[config.mk]
export PLATFORM = sky130hd
export DESIGN_NAME = bitrev_and_progspace_agu
export DESIGN_NICKNAME = d
export VERILOG_FILES = /design/src/agu_pkg.sv /design/src/bitrev_and_progspace_agu.sv
export SDC_FILE = /design/constraint.sdc
export NUM_CORES = 1
export LEC_CHECK = 0
export BUFFER_PORTS_ARGS = -buffer_cell sky130_fd_sc_hd__buf_2
export CAP_MARGIN = 25
export CELL_PAD_IN_SITES_DETAIL_PLACEMENT = 2
export CELL_PAD_IN_SITES_GLOBAL_PLACEMENT = 2
export CORE_MARGIN = 8
export CORE_UTILIZATION = 35
export CTS_CLUSTER_SIZE = 8
export DETAILED_ROUTE_END_ITERATION = 12
export GPL_TIMING_DRIVEN = 0
export PLACE_DENSITY = 0.89
export SLEW_MARGIN = 20
export SYNTH_ARGS = -nofsm -noshare
export SYNTH_HDL_FRONTEND = slang
export SYNTH_SLANG_ARGS = --single-unit
[constraint.sdc]
create_clock -name I_MCLK -period 3.4 [get_ports I_MCLK]
set_input_delay 0.17 -clock I_MCLK [delete_from_list [all_inputs] [get_ports I_MCLK]]
set_output_delay 0.17 -clock I_MCLK [all_outputs]
set_load 0.05 [all_outputs]
[src/agu_pkg.sv]
// Package with constants and carrier types for the bit-reverse and program-space address generator.
// =====================================================================
// What this block does
// Bit-reverse only on X write generator writes.
// Only modifier is reversed; addresses stay normal.
// Pointer select of 15 disables bit-reverse.
// Enable flag in modifier control bit 15.
// Software aligns 2^N byte buffer start.
// Pivot modifier is 15-bit low field.
// Pivot scaled to word byte addresses.
// Only pre/post increment word accesses reversed.
// New pointer is pointer plus scaled pivot.
// Reversed effective address LSB forced zero.
// Bit-reverse beats modulo on write generator.
// Software avoids modifier write then pointer read.
// Updates step in reversed-carry index order.
// Program space 24 bits, data 16 bits.
// Table address is page over 16-bit address.
// Table page bit 7 selects configuration memory.
// Remap address is page over 15 bits.
// Remap accesses reach user memory only.
// Remap window read-only, low word only.
// Table access reads and writes every byte.
// Remap only when core control bit 2 set.
// High table read upper data byte zero.
// Reversed carry runs from pivot MSB downward.
package agu_pkg;
  localparam int DW = 16;
  localparam int PW = 24;
  localparam int AW = 4;
  // Register indices on the plain register port.
  localparam logic [AW-1:0] REG_BITREV_MOD = 4'h0;
  localparam logic [AW-1:0] REG_ADDR_MODE  = 4'h1;
  localparam logic [AW-1:0] REG_TABLE_PAGE = 4'h2;
  localparam logic [AW-1:0] REG_REMAP_PAGE = 4'h3;
  localparam logic [AW-1:0] REG_CORE_CTRL  = 4'h4;
  localparam logic [AW-1:0] REG_STATUS     = 4'h5;
  // Field positions.
  localparam int BITREV_EN_BIT  = 15;
  localparam int PIVOT_W        = 15;
  localparam int PTR_SEL_LSB    = 8;
  localparam int PTR_SEL_W      = 4;
  localparam int XMOD_EN_BIT    = 15;
  localparam int XMOD_SEL_LSB   = 0;
  localparam int REMAP_EN_BIT   = 2;
  localparam int CFG_SEL_BIT    = 7;
  localparam int EA_MSB         = 15;
  localparam logic [PTR_SEL_W-1:0] PTR_SEL_OFF = 4'hf;
  // Reset values.
  localparam logic [DW-1:0] BITREV_MOD_RST = 16'h0000;
  localparam logic [DW-1:0] ADDR_MODE_RST  = 16'h0f0f;
  localparam logic [7:0]    PAGE_RST       = 8'h00;
  localparam logic [DW-1:0] CORE_CTRL_RST  = 16'h0000;

  typedef enum logic [2:0] {
    AM_DIRECT, AM_INDIRECT, AM_POST_INC, AM_POST_DEC, AM_PRE_INC, AM_PRE_DEC, AM_REG_OFS, AM_LIT_OFS
  } addr_mode_t;

  // Write address request from instruction decode.
  typedef struct packed {
    logic            valid;
    logic [3:0]      ptr_idx;
    addr_mode_t      mode;
    logic            byte_op;
    logic [DW-1:0]   ptr;
    logic [DW-1:0]   offset;
  } wr_req_t;

  typedef struct packed {
    logic            valid;
    logic [DW-1:0]   ea;
    logic [DW-1:0]   new_ptr;
    logic            bitrev;
    logic            modulo;
  } wr_ans_t;

  // Program-space request from data path.
  typedef struct packed {
    logic            valid;
    logic            table_op;
    logic            write;
    logic            high;
    logic            byte_op;
    logic [DW-1:0]   ea;
  } ps_req_t;

  typedef struct packed {
    logic            valid;
    logic [PW-1:0]   addr;
    logic            cfg_space;
    logic            write;
    logic            remap;
    logic            refused;
  } ps_ans_t;
endpackage

[src/bitrev_and_progspace_agu.sv]
// Bit-reverse write address generator and program-space address former.
`timescale 1ns/1ps
`default_nettype none
module bitrev_and_progspace_agu (
  input  wire logic                     I_MCLK,
  input  wire logic                     I_RESETN,
  input  wire logic [agu_pkg::AW-1:0]   I_REG_ADDR,
  input  wire logic [agu_pkg::DW-1:0]   I_REG_WDATA,
  input  wire logic                     I_REG_WR,
  input  wire logic                     I_REG_RD,
  output logic      [agu_pkg::DW-1:0]   O_REG_RDATA,
  input  wire agu_pkg::wr_req_t         I_WR_REQ,
  output agu_pkg::wr_ans_t              O_WR_ANS,
  input  wire agu_pkg::ps_req_t         I_PS_REQ,
  input  wire logic [agu_pkg::PW-1:0]   I_PS_WORD,
  output agu_pkg::ps_ans_t              O_PS_ANS,
  output logic      [agu_pkg::DW-1:0]   O_PS_RDATA
);
  import agu_pkg::*;

  // =====================================================================
  // Registers
  logic [DW-1:0] bitrev_mod_q;
  logic [DW-1:0] addr_mode_q;
  logic [7:0]    table_page_q;
  logic [7:0]    remap_page_q;
  logic [DW-1:0] core_ctrl_q;
  logic [DW-1:0] rdata_q;
  logic [DW-1:0] bitrev_cnt_q;

  // Register write decode.
  wire wr_brev  = I_REG_WR && (I_REG_ADDR == REG_BITREV_MOD);
  wire wr_amode = I_REG_WR && (I_REG_ADDR == REG_ADDR_MODE);
  wire wr_tpage = I_REG_WR && (I_REG_ADDR == REG_TABLE_PAGE);
  wire wr_rpage = I_REG_WR && (I_REG_ADDR == REG_REMAP_PAGE);
  wire wr_core  = I_REG_WR && (I_REG_ADDR == REG_CORE_CTRL);

  // Register read selection; unmapped addresses read zero.
  logic [DW-1:0] rd_mux;
  assign rd_mux = (I_REG_ADDR == REG_BITREV_MOD) ? bitrev_mod_q :
                  (I_REG_ADDR == REG_ADDR_MODE)  ? addr_mode_q :
                  (I_REG_ADDR == REG_TABLE_PAGE) ? {8'h00, table_page_q} :
                  (I_REG_ADDR == REG_REMAP_PAGE) ? {8'h00, remap_page_q} :
                  (I_REG_ADDR == REG_CORE_CTRL)  ? core_ctrl_q :
                  (I_REG_ADDR == REG_STATUS)     ? bitrev_cnt_q : 16'h0000;

  // =====================================================================
  // Bit-reverse enable and write address generation
  wire [PTR_SEL_W-1:0] ptr_sel  = addr_mode_q[PTR_SEL_LSB +: PTR_SEL_W];
  wire [PTR_SEL_W-1:0] xmod_sel = addr_mode_q[XMOD_SEL_LSB +: PTR_SEL_W];
  wire brev_armed = (ptr_sel != PTR_SEL_OFF)
                 && bitrev_mod_q[BITREV_EN_BIT];
  wire inc_mode  = (I_WR_REQ.mode == AM_PRE_INC) || (I_WR_REQ.mode == AM_POST_INC);
  // Only word writes through the selected pointer in an increment mode are reversed.
  wire brev_act  = I_WR_REQ.valid && brev_armed && inc_mode && !I_WR_REQ.byte_op
                && (I_WR_REQ.ptr_idx == ptr_sel);
  // Modulo on the write generator yields to bit-reverse.
  wire mod_act   = I_WR_REQ.valid && addr_mode_q[XMOD_EN_BIT] && (xmod_sel != PTR_SEL_OFF)
                && (I_WR_REQ.ptr_idx == xmod_sel) && !brev_act;

  // Pivot scaled by two so it steps word-aligned byte addresses.
  wire [DW-1:0] pivot_scaled = {bitrev_mod_q[PIVOT_W-1:0], 1'b0};

  // Reverse-carry add: reverse both operands, add normally, reverse back.
  function automatic logic [DW-1:0] rev16(input logic [DW-1:0] v);
    logic [DW-1:0] r;
    r = '0;
    for (int i = 0; i < DW; i++) begin
      r[i] = v[DW-1-i];
    end
    return r;
  endfunction

  // Carries flow from the pivot MSB downward; bits above the pivot's top bit stay put.
  logic [DW-1:0] hi_mask;
  always_comb begin
    hi_mask = '1;
    for (int i = 0; i < DW; i++) begin
      if (pivot_scaled[i]) begin
        hi_mask = ~((16'h0002 << i) - 16'h0001);
      end
    end
  end
  wire [DW-1:0] rc_sum  = rev16(rev16(I_WR_REQ.ptr) + rev16(pivot_scaled));
  wire [DW-1:0] brev_np = ((I_WR_REQ.ptr & hi_mask) | (rc_sum & ~hi_mask)) & 16'hfffe;

  // Normal next pointer; the offset carries the signed step or index.
  wire [DW-1:0] norm_np = (I_WR_REQ.mode == AM_POST_INC || I_WR_REQ.mode == AM_PRE_INC) ?
                          I_WR_REQ.ptr + I_WR_REQ.offset :
                          (I_WR_REQ.mode == AM_POST_DEC || I_WR_REQ.mode == AM_PRE_DEC) ?
                          I_WR_REQ.ptr - I_WR_REQ.offset : I_WR_REQ.ptr;
  wire pre_mode = (I_WR_REQ.mode == AM_PRE_INC) || (I_WR_REQ.mode == AM_PRE_DEC);
  wire ofs_mode = (I_WR_REQ.mode == AM_REG_OFS) || (I_WR_REQ.mode == AM_LIT_OFS);
  wire [DW-1:0] norm_ea = pre_mode ? norm_np :
                          ofs_mode ? I_WR_REQ.ptr + I_WR_REQ.offset : I_WR_REQ.ptr;
  // Effective address: the pointer with bit 0 cleared in post mode, the updated one in pre mode.
  wire [DW-1:0] brev_ea = (I_WR_REQ.mode == AM_PRE_INC) ? brev_np : (I_WR_REQ.ptr & 16'hfffe);

  wr_ans_t wr_d;
  assign wr_d.valid   = I_WR_REQ.valid;
  assign wr_d.ea      = brev_act ? brev_ea : norm_ea;
  assign wr_d.new_ptr = brev_act ? brev_np : norm_np;
  assign wr_d.bitrev  = brev_act;
  assign wr_d.modulo  = mod_act;

  // =====================================================================
  // Program-space address formation
  wire remap_hit = I_PS_REQ.valid && !I_PS_REQ.table_op && I_PS_REQ.ea[EA_MSB]
                && core_ctrl_q[REMAP_EN_BIT];
  wire remap_bad = remap_hit && I_PS_REQ.write;
  ps_ans_t ps_d;
  assign ps_d.valid     = I_PS_REQ.valid && (I_PS_REQ.table_op || remap_hit);
  // Table: page over full EA; remap: zero, page, then low 15 bits of EA.
  assign ps_d.addr      = I_PS_REQ.table_op ? {table_page_q, I_PS_REQ.ea} :
                          {1'b0, remap_page_q, I_PS_REQ.ea[EA_MSB-1:0]};
  assign ps_d.cfg_space = I_PS_REQ.table_op && table_page_q[CFG_SEL_BIT];
  assign ps_d.write     = I_PS_REQ.table_op && I_PS_REQ.write;
  assign ps_d.remap     = remap_hit && !remap_bad;
  assign ps_d.refused   = remap_bad;

  // Read data steering from the fetched program word.
  wire [7:0] lo_byte = I_PS_REQ.ea[0] ? I_PS_WORD[15:8] : I_PS_WORD[7:0];
  wire [7:0] hi_byte = I_PS_REQ.ea[0] ? 8'h00 : I_PS_WORD[23:16];
  wire [DW-1:0] ps_rd = !I_PS_REQ.table_op ? I_PS_WORD[DW-1:0] :
                        (I_PS_REQ.high && I_PS_REQ.byte_op) ? {8'h00, hi_byte} :
                        I_PS_REQ.high ? {8'h00, I_PS_WORD[23:16]} :
                        I_PS_REQ.byte_op ? {8'h00, lo_byte} : I_PS_WORD[DW-1:0];

  // =====================================================================
  // Register storage.
  always_ff @(posedge I_MCLK or negedge I_RESETN) begin
    if (!I_RESETN) begin
      bitrev_mod_q <= BITREV_MOD_RST;
      addr_mode_q  <= ADDR_MODE_RST;
      table_page_q <= PAGE_RST;
      remap_page_q <= PAGE_RST;
      core_ctrl_q  <= CORE_CTRL_RST;
    end else begin
      if (wr_brev)  bitrev_mod_q <= I_REG_WDATA;
      if (wr_amode) addr_mode_q  <= I_REG_WDATA;
      if (wr_tpage) table_page_q <= I_REG_WDATA[7:0];
      if (wr_rpage) remap_page_q <= I_REG_WDATA[7:0];
      if (wr_core)  core_ctrl_q  <= I_REG_WDATA;
    end
  end

  // Read data and count of reversed writes.
  always_ff @(posedge I_MCLK or negedge I_RESETN) begin
    if (!I_RESETN) begin
      rdata_q      <= '0;
      bitrev_cnt_q <= '0;
    end else begin
      rdata_q      <= I_REG_RD ? rd_mux : 16'h0000;
      bitrev_cnt_q <= bitrev_cnt_q + {15'h0000, brev_act};
    end
  end

  // Registered answers.
  always_ff @(posedge I_MCLK or negedge I_RESETN) begin
    if (!I_RESETN) begin
      O_WR_ANS   <= '0;
      O_PS_ANS   <= '0;
      O_PS_RDATA <= '0;
    end else begin
      O_WR_ANS   <= wr_d;
      O_PS_ANS   <= ps_d;
      O_PS_RDATA <= ps_rd;
    end
  end
  assign O_REG_RDATA = rdata_q;
endmodule
`default_nettype wire

# ---- After elaboration in Yosys (flattened, before gate mapping)
# Index checks and enable logic that the tools add are counted.
dict set report classes {
  addsub 4
  n_mul 0
  div_mod_pow 0
  n_lt_le_gt_ge 0
  n_eq_ne 15
  n_shift 0
  mux 36
  n_bitwise 4
  n_reduce_logical 33
}
# cell count
set op_table {}
lappend op_table {{2-to-1 mux 16 bit} 27}
lappend op_table {{AND 16 bit} 2}
lappend op_table {{2-to-1 mux 24 bit} 1}
lappend op_table {{logical AND 1 bit} 23}
lappend op_table {{adder 16 x 1 -> 16 bit} 1}
lappend op_table {{adder 16 x 15 -> 16 bit} 1}
lappend op_table {{adder 16 bit} 1}
lappend op_table {{2-to-1 mux 8 bit} 2}
lappend op_table {{NOT 16 bit} 1}
lappend op_table {{bitwise OR 16 bit} 1}
lappend op_table {{subtractor 16 bit} 1}
lappend op_table {{equality test 3 bit, second input constant} 4}
lappend op_table {{equality test 4 x 2 -> 1 bit, second input constant} 2}
lappend op_table {{equality test 4 x 3 -> 1 bit, second input constant} 2}
lappend op_table {{equality test 4 bit} 2}
lappend op_table {{!= test 4 bit, second input constant} 2}
lappend op_table {{2-to-1 mux 7 bit} 1}
lappend op_table {{equality test 3 x 2 -> 1 bit, second input constant} 2}
lappend op_table {{2-to-1 mux 6 bit} 1}
lappend op_table {{logical OR 1 bit} 5}
lappend op_table {{2-to-1 mux 5 bit} 1}
lappend op_table {{equality test 4 x 1 -> 1 bit, second input constant} 1}
lappend op_table {{zero test 1 bit} 4}
lappend op_table {{zero test 4 bit} 1}
lappend op_table {{other kinds (3)} 3}
dict set report totals {
  register_bits 176
  latch_bits 0
  mem_bits_rw 0
  rom_bits 0
  inputBits 110
  out_inout_bits 96
  n_memories 0
}

# ---- Longest topological paths before layout
# Gate-level depths: netlist of run 1.
dict set report logic_depth {
  ltp_word 20
  ltp_mapped 12
  depth_no_buf 12
}

# ---- Worst setup path before layout of run 1
# No wires, ideal clock.
dict set report synth_timing {
  path_kind {in2reg}
  startpoint {in I_WR_REQ[34] in the netlist's numbering}
  endpoint {reg bitrev_cnt_q[14]}
  setup_time_ps 79
  arrival_ps 2633
  required_ps 3321
  slack_ps 687
  cell_stages 12
  n_path_buf 2
  cell_sequence {clkbuf_1 -> xnor2_1 -> nor2_1 -> nand4_1 -> inv_2 -> buf_1 -> ha_1 -> ha_1 -> nand2_1 -> or2_2 -> nor2_1 -> xor2_1}
}
dict set report synth_between {
  elab_chain_len 6
  word_cells_on_any_way 7
  classes_between {1 x add/sub; 2 x eq/ne; 4 x reduce/logical}
}
# item line_no
set synth_lines {}
lappend synth_lines {{start: declaration} bitrev_and_progspace_agu.sv:12} ;# input wire agu_pkg::wr_req_t I_WR_REQ,
lappend synth_lines {{equality test 3 x 2 -> 1 bit or equality test 3 bit (tied branches)} bitrev_and_progspace_agu.sv:53} ;# wire inc_mode = (I_WR_REQ.mode == AM_PRE_INC) || (I_WR_REQ.mode == AM_POST_INC);
lappend synth_lines {{logical OR 1 bit (*)} bitrev_and_progspace_agu.sv:53}
lappend synth_lines {{logical AND 1 bit (*) (2 in a row)} bitrev_and_progspace_agu.sv:55} ;# wire brev_act = I_WR_REQ.valid && brev_armed && inc_mode && !I_WR_REQ.byte_op
lappend synth_lines {{logical AND 1 bit (*)} bitrev_and_progspace_agu.sv:56} ;# && (I_WR_REQ.ptr_idx == ptr_sel);
lappend synth_lines {{net brev_act} bitrev_and_progspace_agu.sv:55}
lappend synth_lines {{adder 16 x 1 -> 16 bit (*)} bitrev_and_progspace_agu.sv:154} ;# bitrev_cnt_q <= bitrev_cnt_q + {15'h0000, brev_act};
lappend synth_lines {{end signal: assignment} bitrev_and_progspace_agu.sv:154}
lappend synth_lines {{end: declaration} bitrev_and_progspace_agu.sv:29} ;# logic [DW-1:0] bitrev_cnt_q;
# Mark *: on every way through the listed nets, which the timed path passes. The rest lies on a longest branch.
# A chain may end at the register's enable or synchronous reset.

==> summary.txt, run 1 <==
status = complete, no violations
nets = 1,364
post-synthesis cell area = 9760 µm²
switching share of total power = 0.394
crit path DAT = 3.47 ns
share of cells above drive strength 1 = 0.274
final hold vios = 0
Crit Path Class = reg -> reg
most frequent cells in the layout = buf_2, dfrtp_1, mux2_2
Routed Antenna Nets = 0
crit-path cells = ha_1 -> inv_1 -> fa_1 -> nor2b_1 -> o21ai_1 -> a21oi_1 -> o211a_1 -> o2111ai_1 -> a31oi_2 -> mux2i_4 -> xnor2_1 -> a221oi_2
routed wire length = 40,200 µm
Mean Syn Cell Area = 10.4 µm²
RePlAce Congestion = 0.868
initial antenna violation count = 2
GR Overflow Total = 0
Total Neg Setup Slack = 0 ns
Worst VDD drop = 0.380 mV
Clk pwr share = 0.298
Max Slew Vio Count = 0
Iter 0 DRT Violations = 455
Die W = 183 µm
clock network latency to the later pin of the worst-skew pair = 0.45 ns
Num CTS Buffers = 17
CP max-delay cell = dfrtp_2
WP data required = 3.74 ns
cell leakage power = 0.00573 µW
Unique masters post-synth = 72
PwrDens = 556 nW/µm²
Area growth syn-to-layout = 26.0%
P_int = 4140 µW
logic gate share of total power = 0.312
crit start category = flip-flop
Core ar. = 27,600 µm²
DRC = 0
Fmax = 320 MHz
hold slack = 0.0160 ns
Post-synth EDFFs = 0
Cells after Synth = 943
H-tree depth = 4
vias in the first global route = 10,242
RSZ-0062 raised after global routing = false
WL per Instance = 25.2 µm
Max-slew headroom = 0.331
DP Wirelength = 28,200 µm
Least-Margin Pin Slew = 0.996 ns
Clock Path Buffers = 2
FP Rows = 61
Initial DRT Pass Iterations = 5
Initial Util = 0.353
Clock Sink Count = 175
# setup viols final = 0
Syn Nets = 1,102
max_cap viols = 0
die area = 33,500 µm²
die height = 183 µm
#FFs+latches synth = 175
IO buf count = 200
crit share post-route = 0.919
top_reg_cell synth = dfrtp_1
Flop pwr share = 0.390
Reg clk slew, reported paths = 0.08 ns
Yosys Warn Count = 0
commonest non-fill, non-tap cell in the layout = buf_2
Tmin final = 3.12 ns
clk root buf = clkbuf_16
Largest stage delay, worst path = 0.47 ns
sequential share of the synthesized area = 0.450
Final Skew = 0.0195 ns
Vias/cell = 5.54
CP Max Fanout = 8
CTS tree = built
Critical Path End Type = flip-flop
switching power = 2700 µW
GRT Util Overall = 0.238
largest net degree at the start of global routing = 97
worst min path class = in -> reg
Via Count = 8,855
FFs w/ async S/R, synth = 1.00
Ports = 206
first-pass GRT wire length = 61,800 µm
logic make-up after synthesis:
family                   Yosys count  synth area share
XOR/XNOR                          60            0.0552
buffers and inverters             87            0.0345
flip-flops                       175             0.450
multiplexers                      96             0.109
adder cells (fa/ha/maj)           49            0.0651
AO/OA/AOI/OAI                    245             0.166
AND/OR/NAND/NOR                  231             0.120
final cells by class:
class / count / area, µm²
Fill cell: 2975 / 15300
Antenna cell: 1 / 2.50
Timing Repair Buffer: 244 / 1460
Tap cell: 378 / 473
Multi-Input combinational cell: 681 / 5040
Sequential cell: 175 / 4390
Buffer: 44 / 175
Clock buffer: 18 / 429
Inverter: 42 / 160
Clock inverter: 14 / 163
per-stage QoR:
stage | setup slack [ns] | area, µm² | instances | total power (µW) | utilization
6_report | 0.277 | 12300 | 1597 | 6840 | 0.445
4_1_cts | 0.00512 | 12300 | 1594 | 6830 | 0.444
5_1_grt | 0.0509 | 12300 | 1597 | 7130 | 0.445
3_3_place_gp | -0.631 | 11200 | 1521 | 4580 | 0.407
2_1_floorplan | 0.687 | 9760 | 943 | 4010 | -
3_5_place_dp | -0.702 | 11300 | 1522 | 4720 | 0.408
what timing repair did:
action	in CTS	in global routing
hold buffers	41	0
pin swaps	0	1
gates resized for setup	1	3
hold endpoints to repair	144	0
endpoints found under the setup margin	9	5
cloned	0	0
setup buffers	0	2
routing by layer:
layer | track usage | share of wire | up-vias
met1 | 0.265 | 0.39 | 4533
met4 | 0.0937 | 0.030 | 2
met5 | 0 | 0.00032 | -
met2 | 0.440 | 0.52 | 296
met3 | 0.0477 | 0.055 | 78
li1 | - | - | 3946
synthesized netlist by cell type (24+ instances only):
cell type | n | area [µm²]
o21ai_0 | 43 | 215
a21oi_1 | 65 | 325
nand2_1 | 39 | 146
ha_1 | 46 | 576
mux2_2 | 71 | 800
dfrtp_1 | 167 | 4180
clkbuf_1 | 34 | 128
xnor2_1 | 40 | 350
nor2_1 | 60 | 225
nor2b_1 | 24 | 150
nor3_1 | 24 | 120
inv_1 | 37 | 139
state kept, by name, indices dropped and copies added, names as in the netlist, 16 cells and up:
| name | count |
|---|---|
| O_PS_RDATA | 16 |
| O_PS_ANS | 28 |
| core_ctrl_q | 16 |
| O_WR_ANS | 35 |
| O_REG_RDATA | 16 |
| addr_mode_q | 16 |
| bitrev_cnt_q | 16 |
| bitrev_mod_q | 16 |
worst paths after layout:
kind                                  startpoint              to  slack, ns  cells after the start
worst max-delay path            bitrev_mod_q[14]     O_WR_ANS[3]       0.28                     12
worst max register to register  bitrev_mod_q[14]     O_WR_ANS[3]       0.28                     12
max in group asynchronous               I_RESETN  addr_mode_q[9]       2.14                      3
worst min-delay path                I_WR_REQ[39]     O_WR_ANS[0]       0.02                      2
worst min register to register    core_ctrl_q[8]  core_ctrl_q[8]       0.52                      1
min in group asynchronous               I_RESETN    O_PS_ANS[10]       0.34                      2
worst max-delay path, delay by kind of cell (launching register included):
family,cells,cell delay [ns]
buf+inv,1,0.06
xor+xnor,1,0.12
fa+ha+maj,2,0.59
compound gates,6,1.28
flops,1,0.47
mux,1,0.31
simple gates,1,0.18
power by group through the flow:
stage               combinational (µW)  clock [µW]  sequential (µW)
floorplan                          989           0             3020
global placement                  1930           0             2650
global route                      2280        2150             2700
finish                            2130        2040             2670
CTS                               2120        2060             2650
detailed placement                2030           0             2680
Note: power is estimated with default switching activity, not from simulation.
==> run 2: changes to the inputs <==
CORE_UTILIZATION = 25   (was 35)
PLACE_DENSITY = 0.69   (was 0.89)
==> summary.txt, run 2 (synthesis results as in run 1) <==
cell leakage power = 0.00572 µW (-0.15%)
final design utilization = 0.323 (-0.122)
multi-input gate area in the final layout = 5050 µm² (+0.15%)
CP Max Fanout = 8 (unchanged)
largest net degree at the start of global routing = 75 (-23%)
Area growth syn-to-layout = 27.6%
RePlAce Congestion = 0.798 (-8.1%)
share of cells above drive strength 1 = 0.275 (+0.000451)
first-pass GRT wire length = 56,300 µm (-8.9%)
crit start category = flip-flop
Reg clk slew, reported paths = 0.08 ns (about the same)
die height = 214 µm (+17%)
max FFs per register = 35 (unchanged)
most frequent cells in the layout = buf_2, dfrtp_1, mux2_2
status = complete, no violations
Num CTS Buffers = 17 (unchanged)
Crit Path Class = reg -> reg
CP max-delay cell = dfrtp_2
DP Wirelength = 28,600 µm (+1.4%)
final hold vios = 0 (unchanged)
WP data required = 3.75 ns (about the same)
Via Count = 8,475 (-4.3%)
family with the most delay on the worst path = compound AO/OA/AOI/OAI gates
Tmin final = 3.21 ns (+0.0858 ns)
Core ar. = 38,600 µm² (+40%)
Max-slew headroom = 0.465 (+0.134)
Least-Margin Pin Slew = 0.802 ns (-0.194 ns)
largest registers = O_WR_ANS (35), O_PS_ANS (28)
clk root buf = clkbuf_16
Vias/cell = 4.88 (-12%)
Largest stage delay, worst path = 0.45 ns (-0.02 ns)
initial antenna violation count = 4 (+2)
Ports = 206 (unchanged)
Initial DRT Pass Iterations = 4 (-1)
Routed Antenna Nets = 0 (unchanged)
largest register by flop count = O_WR_ANS
max_cap viols = 0 (unchanged)
Worst VDD drop = 0.272 mV (-28%)
crit path DAT = 3.56 ns (+0.09 ns)
Filler Cell Count = 4,307 (+45%)
WL per Instance = 21.2 µm (-16%)
Fmax = 312 MHz (-2.7%)
routed wire length = 36,800 µm (-8.4%)
nets = 1,362 (-0.15%)
DRC = 0 (unchanged)
PwrDens = 532 nW/µm² (-4.2%)
GRT Util Overall = 0.160 (-0.0779)
Critical Path End Type = flip-flop
RSZ-0062 raised after global routing = false
Final Skew = 0.00997 ns (-0.00955 ns)
vias in the first global route = 9,377 (-8.4%)
worst min path class = in -> reg
Die W = 214 µm (+17%)
FP Rows = 72 (+18%)
Initial Util = 0.253 (-0.100)
Clock Path Buffers = 2 (unchanged)
Clock Sink Count = 175 (unchanged)
H-tree depth = 4 (unchanged)
CTS tree = built
die area = 45,600 µm² (+36%)
clock network latency to the later pin of the worst-skew pair = 0.44 ns (about the same)
# setup viols final = 0 (unchanged)
IO buf count = 200 (unchanged)
Iter 0 DRT Violations = 372 (-18%)
Buf+Inv Stages, Crit Path = 1 (unchanged)
commonest non-fill, non-tap cell in the layout = buf_2
Reg area = 4390 µm² (unchanged)
GR Overflow Total = 0 (unchanged)
crit share post-route = 0.944 (+0.0252)
Max Slew Vio Count = 0 (unchanged)
hold slack = 0.0158 ns (-0.000219 ns)
crit-path cells = ha_1 -> inv_1 -> fa_1 -> nor2b_1 -> o21ai_1 -> a21oi_1 -> o211a_1 -> o2111ai_1 -> a31oi_2 -> mux2i_4 -> xnor2_1 -> a221oi_2
## run 2: changes by cell type in the layout (fill, tap and decap cells not counted), moves of 2 or more
cell        previous run  this run
clkinv_8               4         0
clkbuf_8               0         3
buf_4                  3         1
clkinv_2               0         2
clkinvlp_4             0         2
inv_8                  4         2
## run 2: metal layers
layer / global-route usage / part of all wire
met1: 0.199 / 0.44
met2: 0.282 / 0.49
met4: 0.0425 / 0.015
met5: 0 / 0.00092
met3: 0.0301 / 0.049
## run 2: worst paths after layout
kind / from / slack [ns] / depth (start not counted) / endpoint
max: bitrev_mod_q[14] / 0.19 / 12 / O_WR_ANS[3]
min: I_REG_WDATA[8] / 0.02 / 2 / bitrev_mod_q[8]
max reg2reg: bitrev_mod_q[14] / 0.19 / 12 / O_WR_ANS[3]
min reg2reg: bitrev_cnt_q[15] / 0.49 / 1 / bitrev_cnt_q[15]
max in group asynchronous: I_RESETN / 2.09 / 4 / addr_mode_q[9]
min in group asynchronous: I_RESETN / 0.24 / 2 / O_PS_ANS[12]
## run 2: where the power goes
group	switching [µW]	total, µW	internal [µW]
logic	1320	2070	748
clock network	923	1940	1010
registers	231	2630	2400
## run 2: worst reg2reg max path, cell delays in order (launching register included)
cell	delay, ns
dfrtp_2	0.45
ha_1	0.20
inv_1	0.06
fa_1	0.40
nor2b_1	0.21
o21ai_1	0.12
a21oi_1	0.29
o211a_1	0.24
o2111ai_1	0.19
a31oi_2	0.26
mux2i_4	0.31
xnor2_1	0.11
a221oi_2	0.27
## run 2: what timing repair did
| item | CTS | global route |
|---|---|---|
| hold buffers | 40 | 0 |
| hold endpoints to repair | 101 | 0 |
| gates resized for setup | 0 | 4 |
| setup endpoints to repair | 3 | 3 |
| buffers inserted | 0 | 0 |
## run 2: area by class of cell
class	count	share of cell area
clock buffer	21	0.0378
multi-input combinational	681	0.405
antenna	1	0.000201
clock inverter	11	0.00763
timing repair buffer	242	0.118
tap	518	0.0520
buffer	44	0.0141
sequential	175	0.353
inverter	42	0.0128
## run 2: per-stage QoR
stage / power [µW] / TNS, ns / cell area [µm²] / worst slack, ns / cells
2_1_floorplan: 4010 / 0 / 9760 / 0.687 / 943
3_3_place_gp: 4630 / -128.92 / 11400 / -0.762 / 1661
3_5_place_dp: 4710 / -5.83 / 11500 / -0.816 / 1663
4_1_cts: 6720 / 0 / 12400 / 0.0176 / 1734
5_1_grt: 6980 / 0 / 12500 / 0.0189 / 1735
6_report: 6630 / 0 / 12500 / 0.191 / 1735
==> run 3: changes to the inputs <==
HOLD_SLACK_MARGIN = 0.12   (was unset)
==> summary.txt, run 3 (synthesis results as in run 1) <==
status = complete, no violations
Clock Sink Count = 175 (unchanged)
Ports = 206 (unchanged)
Max Slew Vio Count = 0 (unchanged)
FP Rows = 72 (unchanged)
Vias/cell = 4.87 (-0.30%)
clk root buf = clkbuf_16
final hold vios = 0 (unchanged)
switching share of total power = 0.373 (+0.000470)
DRC = 0 (unchanged)
# setup viols final = 0 (unchanged)
Num CTS Buffers = 17 (unchanged)
Initial DRT Pass Iterations = 4 (unchanged)
max FFs per register = 35 (unchanged)
Finished Layout Cells = 1,771 (+2.1%)
Clk pwr share = 0.289 (-0.003)
final design utilization = 0.334 (+0.0105)
clock network latency to the later pin of the worst-skew pair = 0.44 ns (about the same)
PwrDens = 521 nW/µm² (-2.2%)
GR Overflow Total = 0 (unchanged)
Routed Antenna Nets = 0 (unchanged)
WP data required = 3.74 ns (about the same)
P_int = 4200 µW (+0.93%)
Worst VDD drop = 0.272 mV (+0.16%)
logic gate share of total power = 0.318 (+0.006)
Via Count = 8,625 (+1.8%)
Area growth syn-to-layout = 31.8%
Final Skew = 0.0106 ns (+0.000656 ns)
GRT Util Overall = 0.165 (+0.00491)
Fmax = 314 MHz (+0.83%)
commonest non-fill, non-tap cell in the layout = buf_2
vias in the first global route = 9,620 (+2.6%)
largest registers = O_WR_ANS (35), O_PS_ANS (28)
switching power = 2500 µW (+1.1%)
multi-input gate area in the final layout = 5090 µm² (+0.89%)
RePlAce Congestion = 0.798 (unchanged)
Reg area = 4390 µm² (unchanged)
crit path DAT = 3.53 ns (-0.03 ns)
Placed Cells = 1,663 (unchanged)
die area = 45,600 µm² (unchanged)
IO buf count = 200 (unchanged)
Core ar. = 38,600 µm² (unchanged)
CTS tree = built
Clock Path Buffers = 2 (unchanged)
Least-Margin Pin Slew = 0.832 ns (+0.0293 ns)
Setup Fix Bufs, Post-CTS = 0 (unchanged)
H-tree depth = 4 (unchanged)
Flop pwr share = 0.393 (-0.003)
Iter 0 DRT Violations = 356 (-4.3%)
RSZ-0062 raised after global routing = false
worst min path class = in -> reg
initial antenna violation count = 4 (unchanged)
Critical Path End Type = flip-flop
cell leakage power = 0.00587 µW (+2.6%)
routed wire length = 37,900 µm (+3.1%)
CP Max Fanout = 8 (unchanged)
Die W = 214 µm (unchanged)
largest net degree at the start of global routing = 75 (unchanged)
WL per Instance = 21.4 µm (+0.98%)
Crit Path Class = reg -> reg
share of cells above drive strength 1 = 0.272 (-0.00231)
Filler Cell Count = 4,270 (-0.86%)
DP Wirelength = 28,600 µm (unchanged)
nets = 1,398 (+2.6%)
crit start category = flip-flop
Tmin final = 3.18 ns (-0.0265 ns)
largest register by flop count = O_WR_ANS
Initial Util = 0.253 (unchanged)
max_cap viols = 0 (unchanged)
Max-slew headroom = 0.440 (-0.0254)
Reg clk slew, reported paths = 0.08 ns (about the same)
most frequent cells in the layout = buf_2, dfrtp_1, dlygate4sd3_1
die height = 214 µm (unchanged)
first-pass GRT wire length = 58,100 µm (+3.2%)
crit share post-route = 0.936 (-0.00778)
==> run 3: repair_timing <==
| action | 4_1_cts | 5_1_grt |
|---|---|---|
| resized for setup | 0 | 12 |
| endpoints found under the setup margin | 3 | 6 |
| endpoints found under the hold margin | 217 | 0 |
| hold buffers | 76 | 0 |
==> run 3: critical path: stages (launching register included) <==
cell	delay [ns]
dfrtp_2	0.46
ha_1	0.20
inv_1	0.06
fa_1	0.40
nor2b_1	0.21
o21ai_1	0.12
a21oi_1	0.26
o211a_1	0.24
o2111ai_1	0.19
a31oi_2	0.26
mux2i_4	0.31
xnor2_1	0.11
a221oi_2	0.27
==> run 3: path summary, 6_finish.rpt <==
path	from	endpoint	slack (ns)	cells past startpoint
max	bitrev_mod_q[14]	O_WR_ANS[3]	0.22	12
min	I_WR_REQ[28]	O_WR_ANS[30]	0.14	3
min in group asynchronous	I_RESETN	O_PS_ANS[9]	0.24	2
max reg2reg	bitrev_mod_q[14]	O_WR_ANS[3]	0.22	12
min reg2reg	bitrev_cnt_q[15]	bitrev_cnt_q[15]	0.49	1
max in group asynchronous	I_RESETN	addr_mode_q[9]	2.09	4
==> run 3: power by group through the flow <==
stage | combinational [µW] | clock (µW) | sequential, µW
2_1_floorplan | 989 | 0 | 3020
3_3_place_gp | 1980 | 0 | 2650
3_5_place_dp | 2030 | 0 | 2670
4_1_cts | 2130 | 2000 | 2630
5_1_grt | 2310 | 2070 | 2680
6_report | 2130 | 1940 | 2630
==> run 3: area by class of cell <==
| type | instances | share of cell area |
|---|---|---|
| antenna | 1 | 0.000195 |
| buffer | 44 | 0.0136 |
| inverter | 42 | 0.0124 |
| clock inverter | 11 | 0.00739 |
| tap | 518 | 0.0504 |
| timing repair buffer | 278 | 0.142 |
| sequential | 175 | 0.341 |
| clock buffer | 21 | 0.0366 |
| multi-input combinational | 681 | 0.396 |
==> run 3: layer usage <==
metal	GRT usage	wire (µm)	vias up
li1	-	-	4001
met1	0.205	16600	4408
met2	0.292	19000	176
met3	0.0300	1720	34
met4	0.0440	577	6
met5	0	34	-
==> run 3: metrics by stage <==
step	power (µW)	TNS, ns	hold slack [ns]	instance area [µm²]	setup WS, ns
after floorplan	4010	0	-0.126	9760	0.687
after global placement	4630	-128.92	0.277	11400	-0.762
after detailed placement	4710	-5.83	0.112	11500	-0.816
after CTS	6760	0	0.125	12800	0.0167
after global routing	7050	0	0.147	12900	0.0187
final	6700	0	0.141	12900	0.217
